[src/hdl/sfes_pkg.sv]
// Package with constants and carrier types for the SIMD exception sequencer.
package sfes_pkg;

	// ==========================================================================
	// Exception field layout
	// ==========================================================================
	localparam int SFES_NUM_EXC = 6;
	localparam int SFES_FLAG_LSB = 0;
	localparam int SFES_MASK_LSB = 7;
	localparam int SFES_MASK_MSB = 12;
	localparam int SFES_RC_LSB = 13;
	localparam int SFES_CSR_W = 16;
	// Bit index of each exception within the six-bit flag and mask fields.
	localparam int SFES_EXC_INV = 0;
	localparam int SFES_EXC_DEN = 1;
	localparam int SFES_EXC_DIV = 2;
	localparam int SFES_EXC_OVF = 3;
	localparam int SFES_EXC_UNF = 4;
	localparam int SFES_EXC_PRE = 5;
	localparam logic [5:0] SFES_PRE_SET = 6'h07;
	localparam logic [5:0] SFES_POST_SET = 6'h38;
	localparam logic [5:0] SFES_MASK_RST = 6'h3F;
	localparam logic [5:0] SFES_FLAG_RST = 6'h00;
	localparam logic [1:0] SFES_RC_RST = 2'h0;

	// ==========================================================================
	// Control register and identification bits
	// ==========================================================================
	localparam int SFES_CR4_OSXF_BIT = 10;
	localparam int SFES_NUMERIC_ERROR_ENABLE_BIT = 5;
	localparam int SFES_ID_FLAG_BIT = 21;
	localparam int SFES_ID_EXT1_BIT = 25;
	localparam int SFES_ID_EXT2_BIT = 26;
	localparam logic [31:0] SFES_ID_LEAF_ONE = 32'h0000_0001;

	// ==========================================================================
	// Carrier types
	// ==========================================================================
	typedef struct packed {
		logic valid;
		logic is_simd;
		logic supported;
		logic is_trunc_store;
	} sfes_instr_t;

	typedef struct packed {
		logic [5:0] pre;
		logic [5:0] post;
	} sfes_cond_t;

	typedef enum logic [1:0] {
		SFES_FAULT_NONE,
		SFES_FAULT_SIMD,
		SFES_FAULT_UNDEF
	} sfes_fault_t;

endpackage : sfes_pkg

[src/hdl/sfes_fault_sel.sv]
// Fault selection between the SIMD fault and the undefined-opcode fault.
`timescale 1ns/1ps
module sfes_fault_sel
	import sfes_pkg::*;
(
	// Inputs
	input wire logic [5:0] unmasked_new,
	input wire logic os_support,
	// Result
	output sfes_fault_t fault
);

	always_comb begin
		if (unmasked_new == 6'h00) begin
			fault = SFES_FAULT_NONE;
		end else if (!os_support) begin
			fault = SFES_FAULT_UNDEF;
		end else begin
			fault = SFES_FAULT_SIMD;
		end
	end

endmodule : sfes_fault_sel

[src/hdl/sfes_ident.sv]
// Identification response for the processor identify instruction.
`timescale 1ns/1ps
module sfes_ident
	import sfes_pkg::*;
#(
	parameter bit EXT1_PRESENT = 1'b1,
	parameter bit EXT2_PRESENT = 1'b1
) (
	// Query
	input wire logic [31:0] leaf,
	// Answer
	output logic [31:0] edx
);

	always_comb begin
		edx = 32'h0000_0000;
		if (leaf == SFES_ID_LEAF_ONE) begin
			edx[SFES_ID_EXT1_BIT] = EXT1_PRESENT;
			edx[SFES_ID_EXT2_BIT] = EXT2_PRESENT;
		end
	end

endmodule : sfes_ident

[src/hdl/sfes_seq.sv]
// Top-level SIMD floating-point exception sequencer.
//
// Functional notes
// - Detect pre-computation conditions first, OR them, set flags, keep operands.
// - On unmasked condition with OS support bit clear, raise undefined-opcode fault.
// - With OS support bit set, raise SIMD fault and call its handler.
// - No pre-computation condition means go straight to post-computation check.
// - After handler return, check post conditions, set flags, fault again if unmasked.
// - Complete only after post handler returns or no unmasked post condition; two faults possible.
// - Mixed masked and unmasked conditions set flags for both kinds.
// - Masked results are withheld until unmasked post faults are handled.
// - SIMD exceptions never assert the legacy floating-point error pin.
// - SIMD handling ignores the ignore-numeric-error pin entirely.
// - SIMD and x87 exception masks are held independently.
// - SIMD and x87 rounding controls do not influence each other.
// - Unmasking an already-set flag does not fault; only new occurrences do.
// - A writable flags-register bit shows support for the identify instruction.
// - Identify leaf one reports both SIMD extensions in EDX bits 25 and 26.
// - Unsupported SIMD instruction raises an undefined-opcode fault.
// - SIMD instruction without OS SIMD state support raises undefined-opcode fault.
// - Truncating integer store reports only x87 invalid and inexact exceptions.
// - Pre set is invalid, divide, denormal; post set is overflow, underflow, inexact.
// - Flags in bits 0-5, masks 7-12; reset sets masks, clears flags.
`timescale 1ns/1ps
module sfes_seq
	import sfes_pkg::*;
(
	// Clock and reset
	input wire logic mclk,
	input wire logic rst,
	// Instruction issue and conditions
	input sfes_instr_t instr,
	input sfes_cond_t cond,
	input wire logic [5:0] x87_cond,
	// Handler return, software writes, control registers, ignore pin and identify leaf
	input wire logic handler_return,
	input wire logic csr_wr,
	input wire logic [SFES_CSR_W-1:0] csr_wdata,
	input wire logic [5:0] x87_mask_wr_val,
	input wire logic x87_mask_wr,
	input wire logic [1:0] x87_rc_wr_val,
	input wire logic x87_rc_wr,
	input wire logic id_flag_wr,
	input wire logic id_flag_wr_val,
	input wire logic [31:0] control_register_four,
	input wire logic [31:0] control_register_zero,
	input wire logic ignore_numeric_error_pin,
	input wire logic [31:0] id_leaf,
	// Status and results
	output logic [SFES_CSR_W-1:0] simd_fp_control_status,
	output logic [5:0] x87_status,
	output logic [5:0] x87_mask,
	output logic [1:0] x87_rc,
	output logic busy,
	output logic simd_fp_fault,
	output logic undefined_opcode_fault,
	output logic result_write,
	output logic instr_done,
	output logic legacy_fp_error_pin,
	output logic processor_flags_id,
	output logic [31:0] id_edx
);

	// ==========================================================================
	// Sequencer state
	// ==========================================================================
	typedef enum logic [2:0] {
		ST_IDLE,
		ST_PRE,
		ST_PRE_WAIT,
		ST_POST,
		ST_POST_WAIT
	} sfes_state_t;

	sfes_state_t state_ff, nxt_state;
	logic [5:0] flag_ff, nxt_flag;
	logic [5:0] mask_ff, nxt_mask;
	logic [1:0] rc_ff, nxt_rc;
	logic [5:0] x87_flag_ff, nxt_x87_flag;
	logic [5:0] x87_mask_ff, nxt_x87_mask;
	logic [1:0] x87_rc_ff, nxt_x87_rc;
	logic [5:0] post_ff, nxt_post;
	logic simd_fault_ff, nxt_simd_fault;
	logic ud_fault_ff, nxt_ud_fault;
	logic wr_ff, nxt_wr;
	logic done_ff, nxt_done;
	logic idf_ff, nxt_idf;
	logic busy_ff, nxt_busy;
	logic [31:0] edx_ff;
	logic [31:0] edx_w;
	logic os_support;
	logic [5:0] sel_cond;
	sfes_fault_t fault_w;

	assign os_support = control_register_four[SFES_CR4_OSXF_BIT];

	// Condition under test in the current step, restricted to its class.
	always_comb begin
		sel_cond = 6'h00;
		if (state_ff == ST_PRE) begin
			sel_cond = cond.pre & SFES_PRE_SET;
		end else if (state_ff == ST_POST) begin
			sel_cond = post_ff & SFES_POST_SET;
		end
	end

	// Only unmasked conditions detected in this instruction can fault,
	// so a stale sticky flag never faults by itself.
	sfes_fault_sel u_fault_sel (
		.unmasked_new(sel_cond & ~mask_ff),
		.os_support(os_support),
		.fault(fault_w)
	);

	sfes_ident u_ident (
		.leaf(id_leaf),
		.edx(edx_w)
	);

	// ==========================================================================
	// Next-state logic
	// ==========================================================================
	always_comb begin
		nxt_state = state_ff;
		nxt_flag = flag_ff;
		nxt_mask = mask_ff;
		nxt_rc = rc_ff;
		nxt_x87_flag = x87_flag_ff;
		nxt_x87_mask = x87_mask_ff;
		nxt_x87_rc = x87_rc_ff;
		nxt_post = post_ff;
		nxt_simd_fault = 1'b0;
		nxt_ud_fault = 1'b0;
		nxt_wr = 1'b0;
		nxt_done = 1'b0;
		nxt_idf = idf_ff;
		if (id_flag_wr) begin
			nxt_idf = id_flag_wr_val;
		end
		// Software writes to control words; SIMD and x87 copies are separate.
		if (csr_wr) begin
			nxt_flag = csr_wdata[SFES_FLAG_LSB +: SFES_NUM_EXC];
			nxt_mask = csr_wdata[SFES_MASK_LSB +: SFES_NUM_EXC];
			nxt_rc = csr_wdata[SFES_RC_LSB +: 2];
		end
		if (x87_mask_wr) begin
			nxt_x87_mask = x87_mask_wr_val;
		end
		if (x87_rc_wr) begin
			nxt_x87_rc = x87_rc_wr_val;
		end
		case (state_ff)
			ST_IDLE: begin
				if (instr.valid && instr.is_trunc_store) begin
					// Only x87 invalid and inexact are reported here.
					nxt_x87_flag = x87_flag_ff | (x87_cond & ((6'h01 << SFES_EXC_INV) |
						(6'h01 << SFES_EXC_PRE)));
					nxt_done = 1'b1;
				end else if (instr.valid && instr.is_simd) begin
					if (!instr.supported || !os_support) begin
						nxt_ud_fault = 1'b1;
					end else begin
						nxt_post = cond.post;
						nxt_state = ST_PRE;
					end
				end
			end
			ST_PRE: begin
				// Flags for masked and unmasked conditions alike; set beats a write.
				nxt_flag = nxt_flag | sel_cond;
				if (fault_w == SFES_FAULT_NONE) begin
					nxt_state = ST_POST;
				end else begin
					nxt_simd_fault = (fault_w == SFES_FAULT_SIMD);
					nxt_ud_fault = (fault_w == SFES_FAULT_UNDEF);
					nxt_state = ST_PRE_WAIT;
				end
			end
			ST_PRE_WAIT: begin
				if (handler_return) begin
					nxt_post = cond.post;
					nxt_state = ST_POST;
				end
			end
			ST_POST: begin
				nxt_flag = nxt_flag | sel_cond;
				if (fault_w == SFES_FAULT_NONE) begin
					nxt_wr = 1'b1;
					nxt_done = 1'b1;
					nxt_state = ST_IDLE;
				end else begin
					nxt_simd_fault = (fault_w == SFES_FAULT_SIMD);
					nxt_ud_fault = (fault_w == SFES_FAULT_UNDEF);
					nxt_state = ST_POST_WAIT;
				end
			end
			ST_POST_WAIT: begin
				if (handler_return) begin
					nxt_wr = 1'b1;
					nxt_done = 1'b1;
					nxt_state = ST_IDLE;
				end
			end
			default: begin
				nxt_state = ST_IDLE;
			end
		endcase
		nxt_busy = (nxt_state != ST_IDLE);
	end

	// ==========================================================================
	// Registers
	// ==========================================================================
	always_ff @(posedge mclk) begin
		if (rst) begin
			state_ff <= ST_IDLE;
			flag_ff <= SFES_FLAG_RST;
			mask_ff <= SFES_MASK_RST;
			rc_ff <= SFES_RC_RST;
			x87_flag_ff <= SFES_FLAG_RST;
			x87_mask_ff <= SFES_MASK_RST;
			x87_rc_ff <= SFES_RC_RST;
			post_ff <= 6'h00;
			simd_fault_ff <= 1'b0;
			ud_fault_ff <= 1'b0;
			wr_ff <= 1'b0;
			done_ff <= 1'b0;
			idf_ff <= 1'b0;
			busy_ff <= 1'b0;
			edx_ff <= 32'h0000_0000;
		end else begin
			state_ff <= nxt_state;
			flag_ff <= nxt_flag;
			mask_ff <= nxt_mask;
			rc_ff <= nxt_rc;
			x87_flag_ff <= nxt_x87_flag;
			x87_mask_ff <= nxt_x87_mask;
			x87_rc_ff <= nxt_x87_rc;
			post_ff <= nxt_post;
			simd_fault_ff <= nxt_simd_fault;
			ud_fault_ff <= nxt_ud_fault;
			wr_ff <= nxt_wr;
			done_ff <= nxt_done;
			idf_ff <= nxt_idf;
			busy_ff <= nxt_busy;
			edx_ff <= edx_w;
		end
	end

	// ==========================================================================
	// Outputs
	// ==========================================================================
	// The legacy error pin and numeric-error controls play no part here.
	always_comb begin
		simd_fp_control_status = '0;
		simd_fp_control_status[SFES_FLAG_LSB +: SFES_NUM_EXC] = flag_ff;
		simd_fp_control_status[SFES_MASK_LSB +: SFES_NUM_EXC] = mask_ff;
		simd_fp_control_status[SFES_RC_LSB +: 2] = rc_ff;
	end
	assign x87_status = x87_flag_ff;
	assign x87_mask = x87_mask_ff;
	assign x87_rc = x87_rc_ff;
	assign busy = busy_ff;
	assign simd_fp_fault = simd_fault_ff;
	assign undefined_opcode_fault = ud_fault_ff;
	assign result_write = wr_ff;
	assign instr_done = done_ff;
	assign legacy_fp_error_pin = 1'b0;
	assign processor_flags_id = idf_ff;
	assign id_edx = edx_ff;

	// ==========================================================================
	// Assertions
	// ==========================================================================
	a_pre_flag_set: assert property (@(posedge mclk) disable iff (rst)
		(state_ff == ST_PRE) |=> ((flag_ff & $past(sel_cond)) == $past(sel_cond)))
		else $error("pre-computation flags not set");
	a_ud_no_os: assert property (@(posedge mclk) disable iff (rst)
		(state_ff == ST_PRE && fault_w != SFES_FAULT_NONE && !os_support) |=> undefined_opcode_fault)
		else $error("undefined-opcode fault missing");
	a_xm_with_os: assert property (@(posedge mclk) disable iff (rst)
		(state_ff == ST_POST && fault_w != SFES_FAULT_NONE && os_support) |=> simd_fp_fault && !undefined_opcode_fault)
		else $error("SIMD fault missing");
	a_skip_pre: assert property (@(posedge mclk) disable iff (rst)
		(state_ff == ST_PRE && fault_w == SFES_FAULT_NONE) |=> state_ff == ST_POST && !simd_fp_fault)
		else $error("pre step did not skip to post");
	a_done_gated: assert property (@(posedge mclk) disable iff (rst)
		(state_ff == ST_POST_WAIT && !handler_return) |=> !instr_done && !result_write)
		else $error("result released before handler return");
	a_post_return: assert property (@(posedge mclk) disable iff (rst)
		(state_ff == ST_POST_WAIT && handler_return) |=> instr_done ##1 !instr_done)
		else $error("completion pulse wrong");
	a_no_legacy_fp_error_pin: assert property (@(posedge mclk) disable iff (rst)
		simd_fp_fault |-> !legacy_fp_error_pin)
		else $error("legacy error pin asserted");
	a_stale_flag: assert property (@(posedge mclk) disable iff (rst)
		(state_ff == ST_PRE && sel_cond == 6'h00) |=> !simd_fp_fault && !undefined_opcode_fault)
		else $error("fault without new condition");
	a_unsup_ud: assert property (@(posedge mclk) disable iff (rst)
		(state_ff == ST_IDLE && instr.valid && instr.is_simd && !instr.is_trunc_store && !instr.supported)
		|=> undefined_opcode_fault && state_ff == ST_IDLE)
		else $error("unsupported instruction not refused");

endmodule : sfes_seq

[config.mk]
export PLATFORM = sky130hd
export DESIGN_NAME = sfes_seq
export DESIGN_NICKNAME = d
export VERILOG_FILES = /design/src/hdl/sfes_pkg.sv /design/src/hdl/sfes_fault_sel.sv /design/src/hdl/sfes_ident.sv /design/src/hdl/sfes_seq.sv
export SDC_FILE = /design/constraint.sdc
export NUM_CORES = 1
export LEC_CHECK = 0
export BUFFER_PORTS_ARGS = -buffer_cell sky130_fd_sc_hd__clkbuf_2
export CAP_MARGIN = 20
export CORE_AREA = 2 2 86 88
export DETAILED_ROUTE_END_ITERATION = 12
export DIE_AREA = 0 0 88 90
export PLACE_DENSITY = 0.78
export SYNTH_ARGS = -nofsm -noshare
export SYNTH_HDL_FRONTEND = slang
export SYNTH_SLANG_ARGS = --single-unit
[constraint.sdc]
create_clock -name mclk -period 1.31 [get_ports mclk]
set_input_delay 0.393 -clock mclk [delete_from_list [all_inputs] [get_ports mclk]]
set_output_delay 0.393 -clock mclk [all_outputs]
set_load 0.01 [all_outputs]
==> impl_metrics.csv, run 1 <==
group,metric,value,unit
outcome,status,"finished with violations",
outcome,violations,"setup timing",
pwr,p_int,2180,uW
sta,fmax,702,MHz
finish,diodes,0,
pwr,p_seq_frac,0.420,
grt,grt_overflow,0,
sta,fin_crit_sh,1.09,
grt,grt_max_degree,18,
die,io_pins,220,
route,ant_nets,0,
sta,setup_tns,-0.279,ns
cts,worstSkewPairLatency,0.29,ns
pwr,total_power,2890,uW
grt,grt_usage,0.113,
route,vias,1720,
critical_path,cp-end-kind,"register",
route,post_drt_via_cell_ratio,4.05,
die,die_area,7920,sq um
sta,rsz0062_at_grt,"true",
die,start_util,0.259,
die,core,7020,sq um
critical_path,worstPathArrival,1.60,ns
sta,period_needed,1.42,ns
yosys,synthDistinctLibCells,39,
route,drtIter0Drc,28,
critical_path,cp_data_required_time,1.49,ns
route,drc,0,
sta,setup_ws,-0.114,ns
grt,grt_pass1_vias,1533,
cts,hold_buffers,0,
pwr,power.leakage,0.00137,uW
sta,finClkSkew,0.00855,ns
critical_path,rrSetupSlack,-0.11,ns
pwr,swShare,0.245,
cts,cts_root_buf,"clkbuf_8",
critical_path,slowest_delay,0.42,ns
critical_path,path_cells,"and4bb_2 -> a31oi_4 -> a21oi_2 -> or3_1",
pwr,power_density,1080,nW/um^2
critical_path,cp_slowest_cell,"dfxtp_4",
sta,drv_slew,0,
grt,antenna_found_initial,0,
cts,path_clk_slew,0.08,ns
critical_path,crit_type,"register to register",
finish,layout.nets,476,
hold_path,min_to,"mask_ff[3]",
grt,grt_first_pass_wirelength,7.00,mm
sta,hold_violations,0,
yosys,synthesis.area,1820,sq um
cts,cts_sinks,37,
yosys,yosysSeqAreaShare,0.407,
route,firstDrtPassIters,4,
route,wl_per_cell,11.1,microns
finish,syn2layout_area_growth,47.0,%
die,die_y,90,microns
flow_run,drv_cap,0,
cts,clock_path_buffers,2,
pwr,peakVddDrop,0.541,mV
critical_path,rr_endpoint,"busy",
die,placementRows,31,
hold_path,hold_path_class,"primary input to register",
critical_path,reg2reg_depth,4,
hold_path,hold_depth,3,
sta,setup-violations-final,4,
pwr,p_sw,710,uW
yosys,ys_seq_elements,37,
yosys,synthCells,198,
pwr,comb_power_share,0.163,
placement,hpwl,3.96,mm
critical_path,crit_fanout,8,
critical_path,timing.rr.start,"state_ff[2]",
critical_path,start_kind,"register",
pwr,p_clk_frac,0.417,
placement,gp_congestion,0.813,
cts,htreeDepth,2,
cts,cts_tree,"yes",
finish,drive_gt1_frac,0.479,
yosys,yosysWarnings,0,
route,drt_wl_total,4.72,mm
cts,cts_buffers,5,
hold_path,hold_start,"csr_wdata[10]",
placement,io_buffers,106,
die,dieWidth,88,microns
yosys,syn_avg_cell_area,9.18,sq um
metrics by stage:
| step | worst slack (ns) | cells | hold WS, ns | utilization | area, sq um |
|---|---|---|---|---|---|
| final | -0.114 | 425 | 0.317 | 0.381 | 2670 |
| after global routing | -0.161 | 425 | 0.324 | 0.381 | 2670 |
| after CTS | -0.0979 | 425 | 0.311 | 0.376 | 2640 |
| after detailed placement | -0.205 | 416 | 0.462 | 0.353 | 2480 |
| after global placement | -0.198 | 416 | 0.452 | 0.353 | 2480 |
| after floorplan | -0.100 | 234 | 0.444 | - | 1970 |
synth_stat cells (all sizes together):
| cell type | number | area [sq um] |
|---|---|---|
| buf | 41 | 299 |
| dfxtp | 37 | 741 |
| mux2i | 23 | 230 |
| nand2 | 21 | 78.8 |
| nor2 | 14 | 52.6 |
| a21oi | 10 | 53.8 |
| nor4 | 6 | 37.5 |
| clkbuf | 4 | 15.0 |
| inv | 4 | 15.0 |
| nor2b | 4 | 25.0 |
| nand3 | 3 | 15.0 |
| o211ai | 3 | 22.5 |
| a31oi | 2 | 27.5 |
| and2 | 2 | 12.5 |
| nand4 | 2 | 12.5 |
| nor3 | 2 | 10.0 |
| nor3b | 2 | 26.3 |
| or3 | 2 | 12.5 |
| a211oi | 1 | 7.51 |
| a21o | 1 | 7.51 |
| a222oi | 1 | 10.0 |
| and3 | 1 | 6.26 |
| and4b | 1 | 10.0 |
| and4bb | 1 | 12.5 |
| conb | 1 | 3.75 |
| nor4b | 1 | 8.76 |
| nor4bb | 1 | 10.0 |
| o21a | 1 | 7.51 |
| o22ai | 1 | 6.26 |
| o31ai | 1 | 7.51 |
| o41ai | 1 | 8.76 |
| or2 | 1 | 6.26 |
| or4b | 1 | 10.0 |
| xnor2 | 1 | 8.76 |
placed cells by master (no fill, tap or decap), drive strengths merged, types with 2 or more instances in the layout:
master / count
clkbuf: 111
conb: 37
buf: 23
or3: 2
nand4: 2
mux2i: 23
dfxtp: 37
nor3: 2
a21oi: 10
bufinv: 2
nor3b: 2
o211ai: 3
and2: 2
a31oi: 2
nand3: 3
nor2: 14
inv: 5
nor4: 6
nor2b: 4
nand2: 21
timing repair:
| action | 4_1_cts | 5_1_grt |
|---|---|---|
| buffers inserted | 1 | 0 |
| endpoints found under the setup margin | 9 | 9 |
| pin swaps | 2 | 5 |
| gates resized for setup | 5 | 8 |
power by group through the flow:
stage               sequential, uW  combinational [uW]  clock [uW]
finish                        1210                 473        1210
floorplan                     1260                 282           0
global route                  1220                 521        1280
detailed placement            1240                 464           0
global placement              1240                 454           0
CTS                           1220                 469        1240
sequential cells by signal (all words and copies together), names as in the netlist:
name / flops
flag_ff: 6
mask_ff: 6
x87_mask: 6
post_ff: 3
state_ff: 3
rc_ff: 2
x87_rc: 2
x87_status: 2
busy: 1
id_edx: 1
instr_done: 1
processor_flags_id: 1
result_write: 1
simd_fp_fault: 1
undefined_opcode_fault: 1
cell type report:
class / instances / area, sq um
flip-flops and latches: 37 / 753
clock buffers: 5 / 68.8
clock inverters: 3 / 68.8
repair buffers: 129 / 719
fillers: 728 / 4350
inverters: 4 / 15.0
multi-input cells: 148 / 923
well taps: 99 / 124
worst max-delay path by stage:
stage,endpoint,slack (ns),startpoint
global route,busy,-0.16,state_ff[2]
detailed placement,post_ff[3],-0.20,instr[0]
global placement,busy,-0.20,cond[7]
floorplan,busy,-0.1,mask_ff[4]
CTS,busy,-0.1,state_ff[2]
finish,busy,-0.11,state_ff[2]
critical path: cells and delay by family, from the launching register on:
family,cells,cell delay [ns]
AO/OA/AOI/OAI,2,0.30
AND/OR/NAND/NOR,2,0.60
flip-flops,1,0.42
cells by family (layout without fill, tap and decap cells):
logic type / count (synthesis) / after routing / synth area share
muxes: 23 / 23 / 0.127
and+or+nand+nor: 65 / 65 / 0.191
other: 1 / 37 / 0.00206
AOI/OAI and AO/OA: 22 / 22 / 0.0874
buffers and inverters: 49 / 141 / 0.181
DFF: 37 / 37 / 0.407
xor gates and xnor gates: 1 / 1 / 0.00482
per-layer routing:
metal	global-route usage	up-vias	routed length, microns
met1	0.133	758	1990
li1	-	861	-
met2	0.186	97	2180
met3	0.0358	4	482
met5	0	-	0
met4	0.0462	0	64
No activity file was read; power rests on OpenSTA's default activity.
==> inputs of run 2 (changes only) <==
==> constraint.sdc (replaced) <==
create_clock -name mclk -period 1.31 [get_ports mclk]
set_input_delay 0.0655 -clock mclk [delete_from_list [all_inputs] [get_ports mclk]]
set_output_delay 0.0655 -clock mclk [all_outputs]
set_load 0.01 [all_outputs]
==> impl_metrics.csv, run 2 (same netlist as run 1, synthesis figures left out) <==
group,metric,value,unit
outcome,status,"finished with violations",
outcome,violations,"setup timing",
placement,io_buffers,106,
route,firstDrtPassIters,4,
cts,cts_buffers,5,
finish,syn2layout_area_growth,46.8,%
die,core,7020,sq um
finish,multiInputGateArea,933,sq um
grt,grt_usage,0.120,
placement,gp_congestion,0.803,
cts,cts_tree,"yes",
cts,clock_path_buffers,2,
critical_path,worst-path-buf-inv,0,
grt,grt_max_degree,18,
cts,cts_setup_buffers,0,
die,die_y,90,microns
route,ant_nets,0,
pwr,peakVddDrop,0.436,mV
critical_path,start_kind,"register",
die,io_pins,220,
finish,layout.cells.non_filler,422,
cts,worstSkewPairLatency,0.29,ns
finish,layout.nets,473,
flow_run,drv_cap,0,
finish,layout_commonest_cell,"clkbuf_2",
route,wl_met3,535,microns
pwr,power.leakage,0.00135,uW
cts,cts_sinks,37,
sta,hold_violations,0,
critical_path,path_cells,"and4bb_2 -> a31oi_4 -> a21oi_2 -> or3_1",
grt,grt_first_pass_wirelength,7.40,mm
sta,rsz0062_at_grt,"true",
route,vias,1745,
route,routed-wl-met2,2.34,mm
critical_path,cp_data_required_time,1.48,ns
route,post_drt_via_cell_ratio,4.14,
route,top_layer,"met4",
critical_path,cp-end-kind,"register",
grt,grt_pass1_vias,1661,
critical_path,crit_fanout,5,
cts,htreeDepth,2,
finish,diodes,0,
grt,antenna_found_initial,0,
die,start_util,0.259,
sta,fmax,722,MHz
route,drtIter0Drc,86,
placement,placedCellCount,405,
critical_path,slowest_delay,0.41,ns
sta,period_needed,1.38,ns
cts,path_clk_slew,0.08,ns
hold_path,hold_path_class,"primary input to register",
grt,grt_overflow,0,
pwr,power_density,1080,nW/um^2
sta,finClkSkew,0.00951,ns
die,placementRows,31,
route,met1_length,2.03,mm
finish,seqCellArea,752,sq um
placement,hpwl,3.81,mm
sta,drv_slew,0,
sta,fin_crit_sh,1.06,
placement,pre_cts_slack,-0.118,ns
route,drt_wl_total,5.01,mm
sta,setup_ws,-0.0748,ns
critical_path,worstPathArrival,1.56,ns
finish,drive_gt1_frac,0.452,
pwr,total_power,2880,uW
critical_path,cp_top_family,"simple AND/OR/NAND/NOR gates",
route,wl_per_cell,11.9,microns
cts,cts_root_buf,"clkbuf_8",
critical_path,crit_type,"register to register",
critical_path,cp_slowest_cell,"dfxtp_4",
finish,fill_cells,705,
finish,final_cell_mix,"clkbuf_2 (106), conb_1 (37), dfxtp_1 (32)",
route,drc,0,
die,die_area,7920,sq um
die,dieWidth,88,microns
sta,setup-violations-final,6,
run 2: where the power goes:
part | internal [uW] | leakage, uW | switching, uW | total (uW)
registers | 1180 | 0.000306 | 34.8 | 1220
logic | 228 | 0.000976 | 242 | 470
clock network | 767 | 0.0000687 | 425 | 1190
run 2: layout make-up:
class	instances	share of cell area
Tap cell	99	0.0464
Clock buffer	5	0.0258
Clock inverter	3	0.0258
Timing Repair Buffer	126	0.265
Sequential cell	37	0.282
Inverter	4	0.00563
Multi-Input combinational cell	148	0.350
run 2: path summary, 6_finish.rpt:
| check | from | end | slack [ns] | cells after the start |
|---|---|---|---|---|
| setup / recovery | state_ff[2] | busy | -0.07 | 4 |
| hold / removal | x87_cond[5] | x87_status[5] | 0.006 | 3 |
| setup reg to reg | state_ff[2] | busy | -0.07 | 4 |
| hold reg to reg | x87_status[0] | x87_status[0] | 0.47 | 2 |
run 2: metrics by stage:
step           TNS [ns]  utilization  hold WS (ns)  area [sq um]
2_1_floorplan    -0.100            -         0.132          1960
3_3_place_gp     -0.260        0.339         0.286          2380
3_5_place_dp     -0.493        0.339         0.289          2380
4_1_cts          -0.259        0.374      0.000282          2630
5_1_grt          -0.792        0.380        0.0176          2670
6_report         -0.232        0.380       0.00593          2670
run 2: worst register-to-register path: stages (launching register included):
cell and delay, ns:
dfxtp_4 0.41, and4bb_2 0.26, a31oi_4 0.18, a21oi_2 0.08, or3_1 0.35
run 2: per-layer routing:
| layer | up-vias | GRT usage |
|---|---|---|
| met5 | - | 0 |
| met4 | 0 | 0.0500 |
| met3 | 8 | 0.0422 |
| met2 | 112 | 0.199 |
| met1 | 768 | 0.137 |
| li1 | 857 | - |
run 2: timing repair:
| item | in CTS | in global routing |
|---|---|---|
| pin swaps | 4 | 4 |
| resized for setup | 7 | 9 |
| endpoints found under the setup margin | 6 | 11 |
| endpoints found under the hold margin | 9 | 0 |
| hold buffers | 9 | 0 |
==> inputs of run 3 (changes only) <==
--- a/config.mk
+++ b/config.mk
@@ -7,10 +7,10 @@
 export LEC_CHECK = 0
 export BUFFER_PORTS_ARGS = -buffer_cell sky130_fd_sc_hd__clkbuf_2
 export CAP_MARGIN = 20
-export CORE_AREA = 2 2 86 88
+export CORE_MARGIN = 10
+export CORE_UTILIZATION = 30
 export DETAILED_ROUTE_END_ITERATION = 12
-export DIE_AREA = 0 0 88 90
-export PLACE_DENSITY = 0.78
+export PLACE_DENSITY = 0.87
 export SYNTH_ARGS = -nofsm -noshare
 export SYNTH_HDL_FRONTEND = slang
 export SYNTH_SLANG_ARGS = --single-unit
==> impl_metrics.csv, run 3 (same netlist as run 1, synthesis figures left out) <==
group,metric,value,unit
outcome,status,"finished with violations",
outcome,violations,"setup timing",
finish,layout_commonest_cell,"clkbuf_2",
cts,cts_tree,"yes",
finish,utilization,0.460,
critical_path,slowest_delay,0.48,ns
sta,fmax,741,MHz
cts,htreeDepth,2,
critical_path,crit_type,"register to register",
critical_path,cp_data_required_time,1.55,ns
critical_path,path_cells,"nor3b_4 -> or4b_4 -> a21oi_2 -> or3_1",
cts,path_clk_slew,0.07,ns
critical_path,reg2reg_depth,4,
sta,rsz0062_at_grt,"true",
critical_path,rrSetupSlack,-0.04,ns
finish,diodes,0,
pwr,power.leakage,0.00139,uW
finish,syn2layout_area_growth,48.9,%
route,wl_per_cell,15.4,microns
placement,io_buffers,106,
grt,grt_first_pass_wirelength,9.83,mm
route,drc,0,
die,placementRows,28,
critical_path,crit_end,"busy",
route,ant_nets,0,
sta,fin_crit_sh,1.03,
route,vias,1797,
placement,gp_congestion,0.762,
grt,grt_pass1_vias,2002,
die,die_area,9570,sq um
die,start_util,0.309,
finish,drive_gt1_frac,0.455,
critical_path,crit_fanout,4,
die,io_pins,220,
die,die_y,97.8,microns
finish,fill_cells,567,
critical_path,start_kind,"register",
hold_path,hold_start,"cond[3]",
cts,worstSkewPairLatency,0.29,ns
placement,hpwl,5.02,mm
cts,clock_path_buffers,2,
cts,cts_sinks,37,
cts,cts_root_buf,"clkbuf_8",
critical_path,cp_slowest_cell,"or4b_4",
die,core,5890,sq um
cts,cts_buffers,5,
flow_run,drv_cap,0,
sta,drv_slew,0,
route,post_drt_via_cell_ratio,4.37,
die,dieWidth,97.8,microns
pwr,total_power,2560,uW
sta,setup_tns,-0.0490,ns
grt,grt_usage,0.123,
sta,hold_violations,0,
grt,grt_overflow,0,
sta,setup_ws,-0.0402,ns
sta,timing.hold.ws,0.00719,ns
finish,layout.nets,486,
finish,layout.cells.non_filler,411,
critical_path,rr_endpoint,"busy",
grt,grt_max_degree,18,
pwr,power_density,946,nW/um^2
grt,antenna_found_initial,0,
placement,placedCellCount,385,
route,drt_wl_total,6.31,mm
sta,setup-violations-final,3,
route,firstDrtPassIters,6,
critical_path,worstPathArrival,1.59,ns
pwr,peakVddDrop,0.578,mV
critical_path,crit_path_start,"state_ff[2]",
finish,final_cell_mix,"clkbuf_2 (106), conb_1 (37), dfxtp_1 (32)",
sta,finClkSkew,0.00369,ns
hold_path,hold_path_class,"primary input to register",
critical_path,cp-end-kind,"register",
sta,period_needed,1.35,ns
critical_path,timing.rr.start,"state_ff[2]",
route,drtIter0Drc,44,
==> run 3: critical path: cells and delay by family, from the launching register on <==
kind,cells,cell delay (ns)
AO/OA/AOI/OAI,1,0.13
flip-flops,1,0.37
AND/OR/NAND/NOR,3,0.80
==> run 3: area by class of cell <==
class | instances | area [sq um] | share of cell area
inverter | 4 | 15.0 | 0.00555
timing repair buffer | 139 | 815 | 0.301
sequential | 37 | 752 | 0.278
clock buffer | 6 | 82.6 | 0.0305
clock inverter | 2 | 13.8 | 0.00508
tap | 75 | 93.8 | 0.0347
multi-input combinational | 148 | 936 | 0.346
==> run 3: stage by stage <==
| stage | setup WS [ns] | area, sq um |
|---|---|---|
| 3_5_place_dp | -0.185 | 2380 |
| 4_1_cts | -0.0394 | 2650 |
| 3_3_place_gp | -0.103 | 2380 |
| 6_report | -0.0402 | 2710 |
| 2_1_floorplan | -0.100 | 1960 |
| 5_1_grt | -0.0907 | 2710 |
==> run 3: worst min-delay path by stage <==
stage                   to  slack, ns  cells past startpoint
2_1_floorplan  state_ff[0]       0.13                      1
3_3_place_gp    mask_ff[4]       0.28                      3
3_5_place_dp   x87_mask[3]       0.29                      3
4_1_cts         post_ff[3]     0.0003                      3
5_1_grt           rc_ff[0]       0.02                      3
6_report        post_ff[3]      0.007                      3
==> run 3: routing by layer <==
layer | global-route usage | vias to the layer above | share of wire
li1 | - | 880 | -
met5 | 0 | - | 0
met3 | 0.0599 | 5 | 0.10
met1 | 0.134 | 808 | 0.40
met2 | 0.207 | 104 | 0.49
met4 | 0.0403 | 0 | 0.011
==> run 3: timing repair <==
| item | CTS | global route |
|---|---|---|
| hold buffers | 12 | 1 |
| hold endpoints to repair | 12 | 1 |
| endpoints found under the setup margin | 6 | 8 |
| resized for setup | 10 | 5 |
| pin swaps | 3 | 5 |
| buffers inserted | 2 | 3 |
==> run 3: power breakdown <==
| group | leakage, uW | internal, uW | switching, uW |
|---|---|---|---|
| combinational | 0.00103 | 250 | 260 |
| clock | 0.0000512 | 426 | 409 |
| sequential | 0.000306 | 1180 | 33.8 |
| total | 0.00139 | 1860 | 704 |
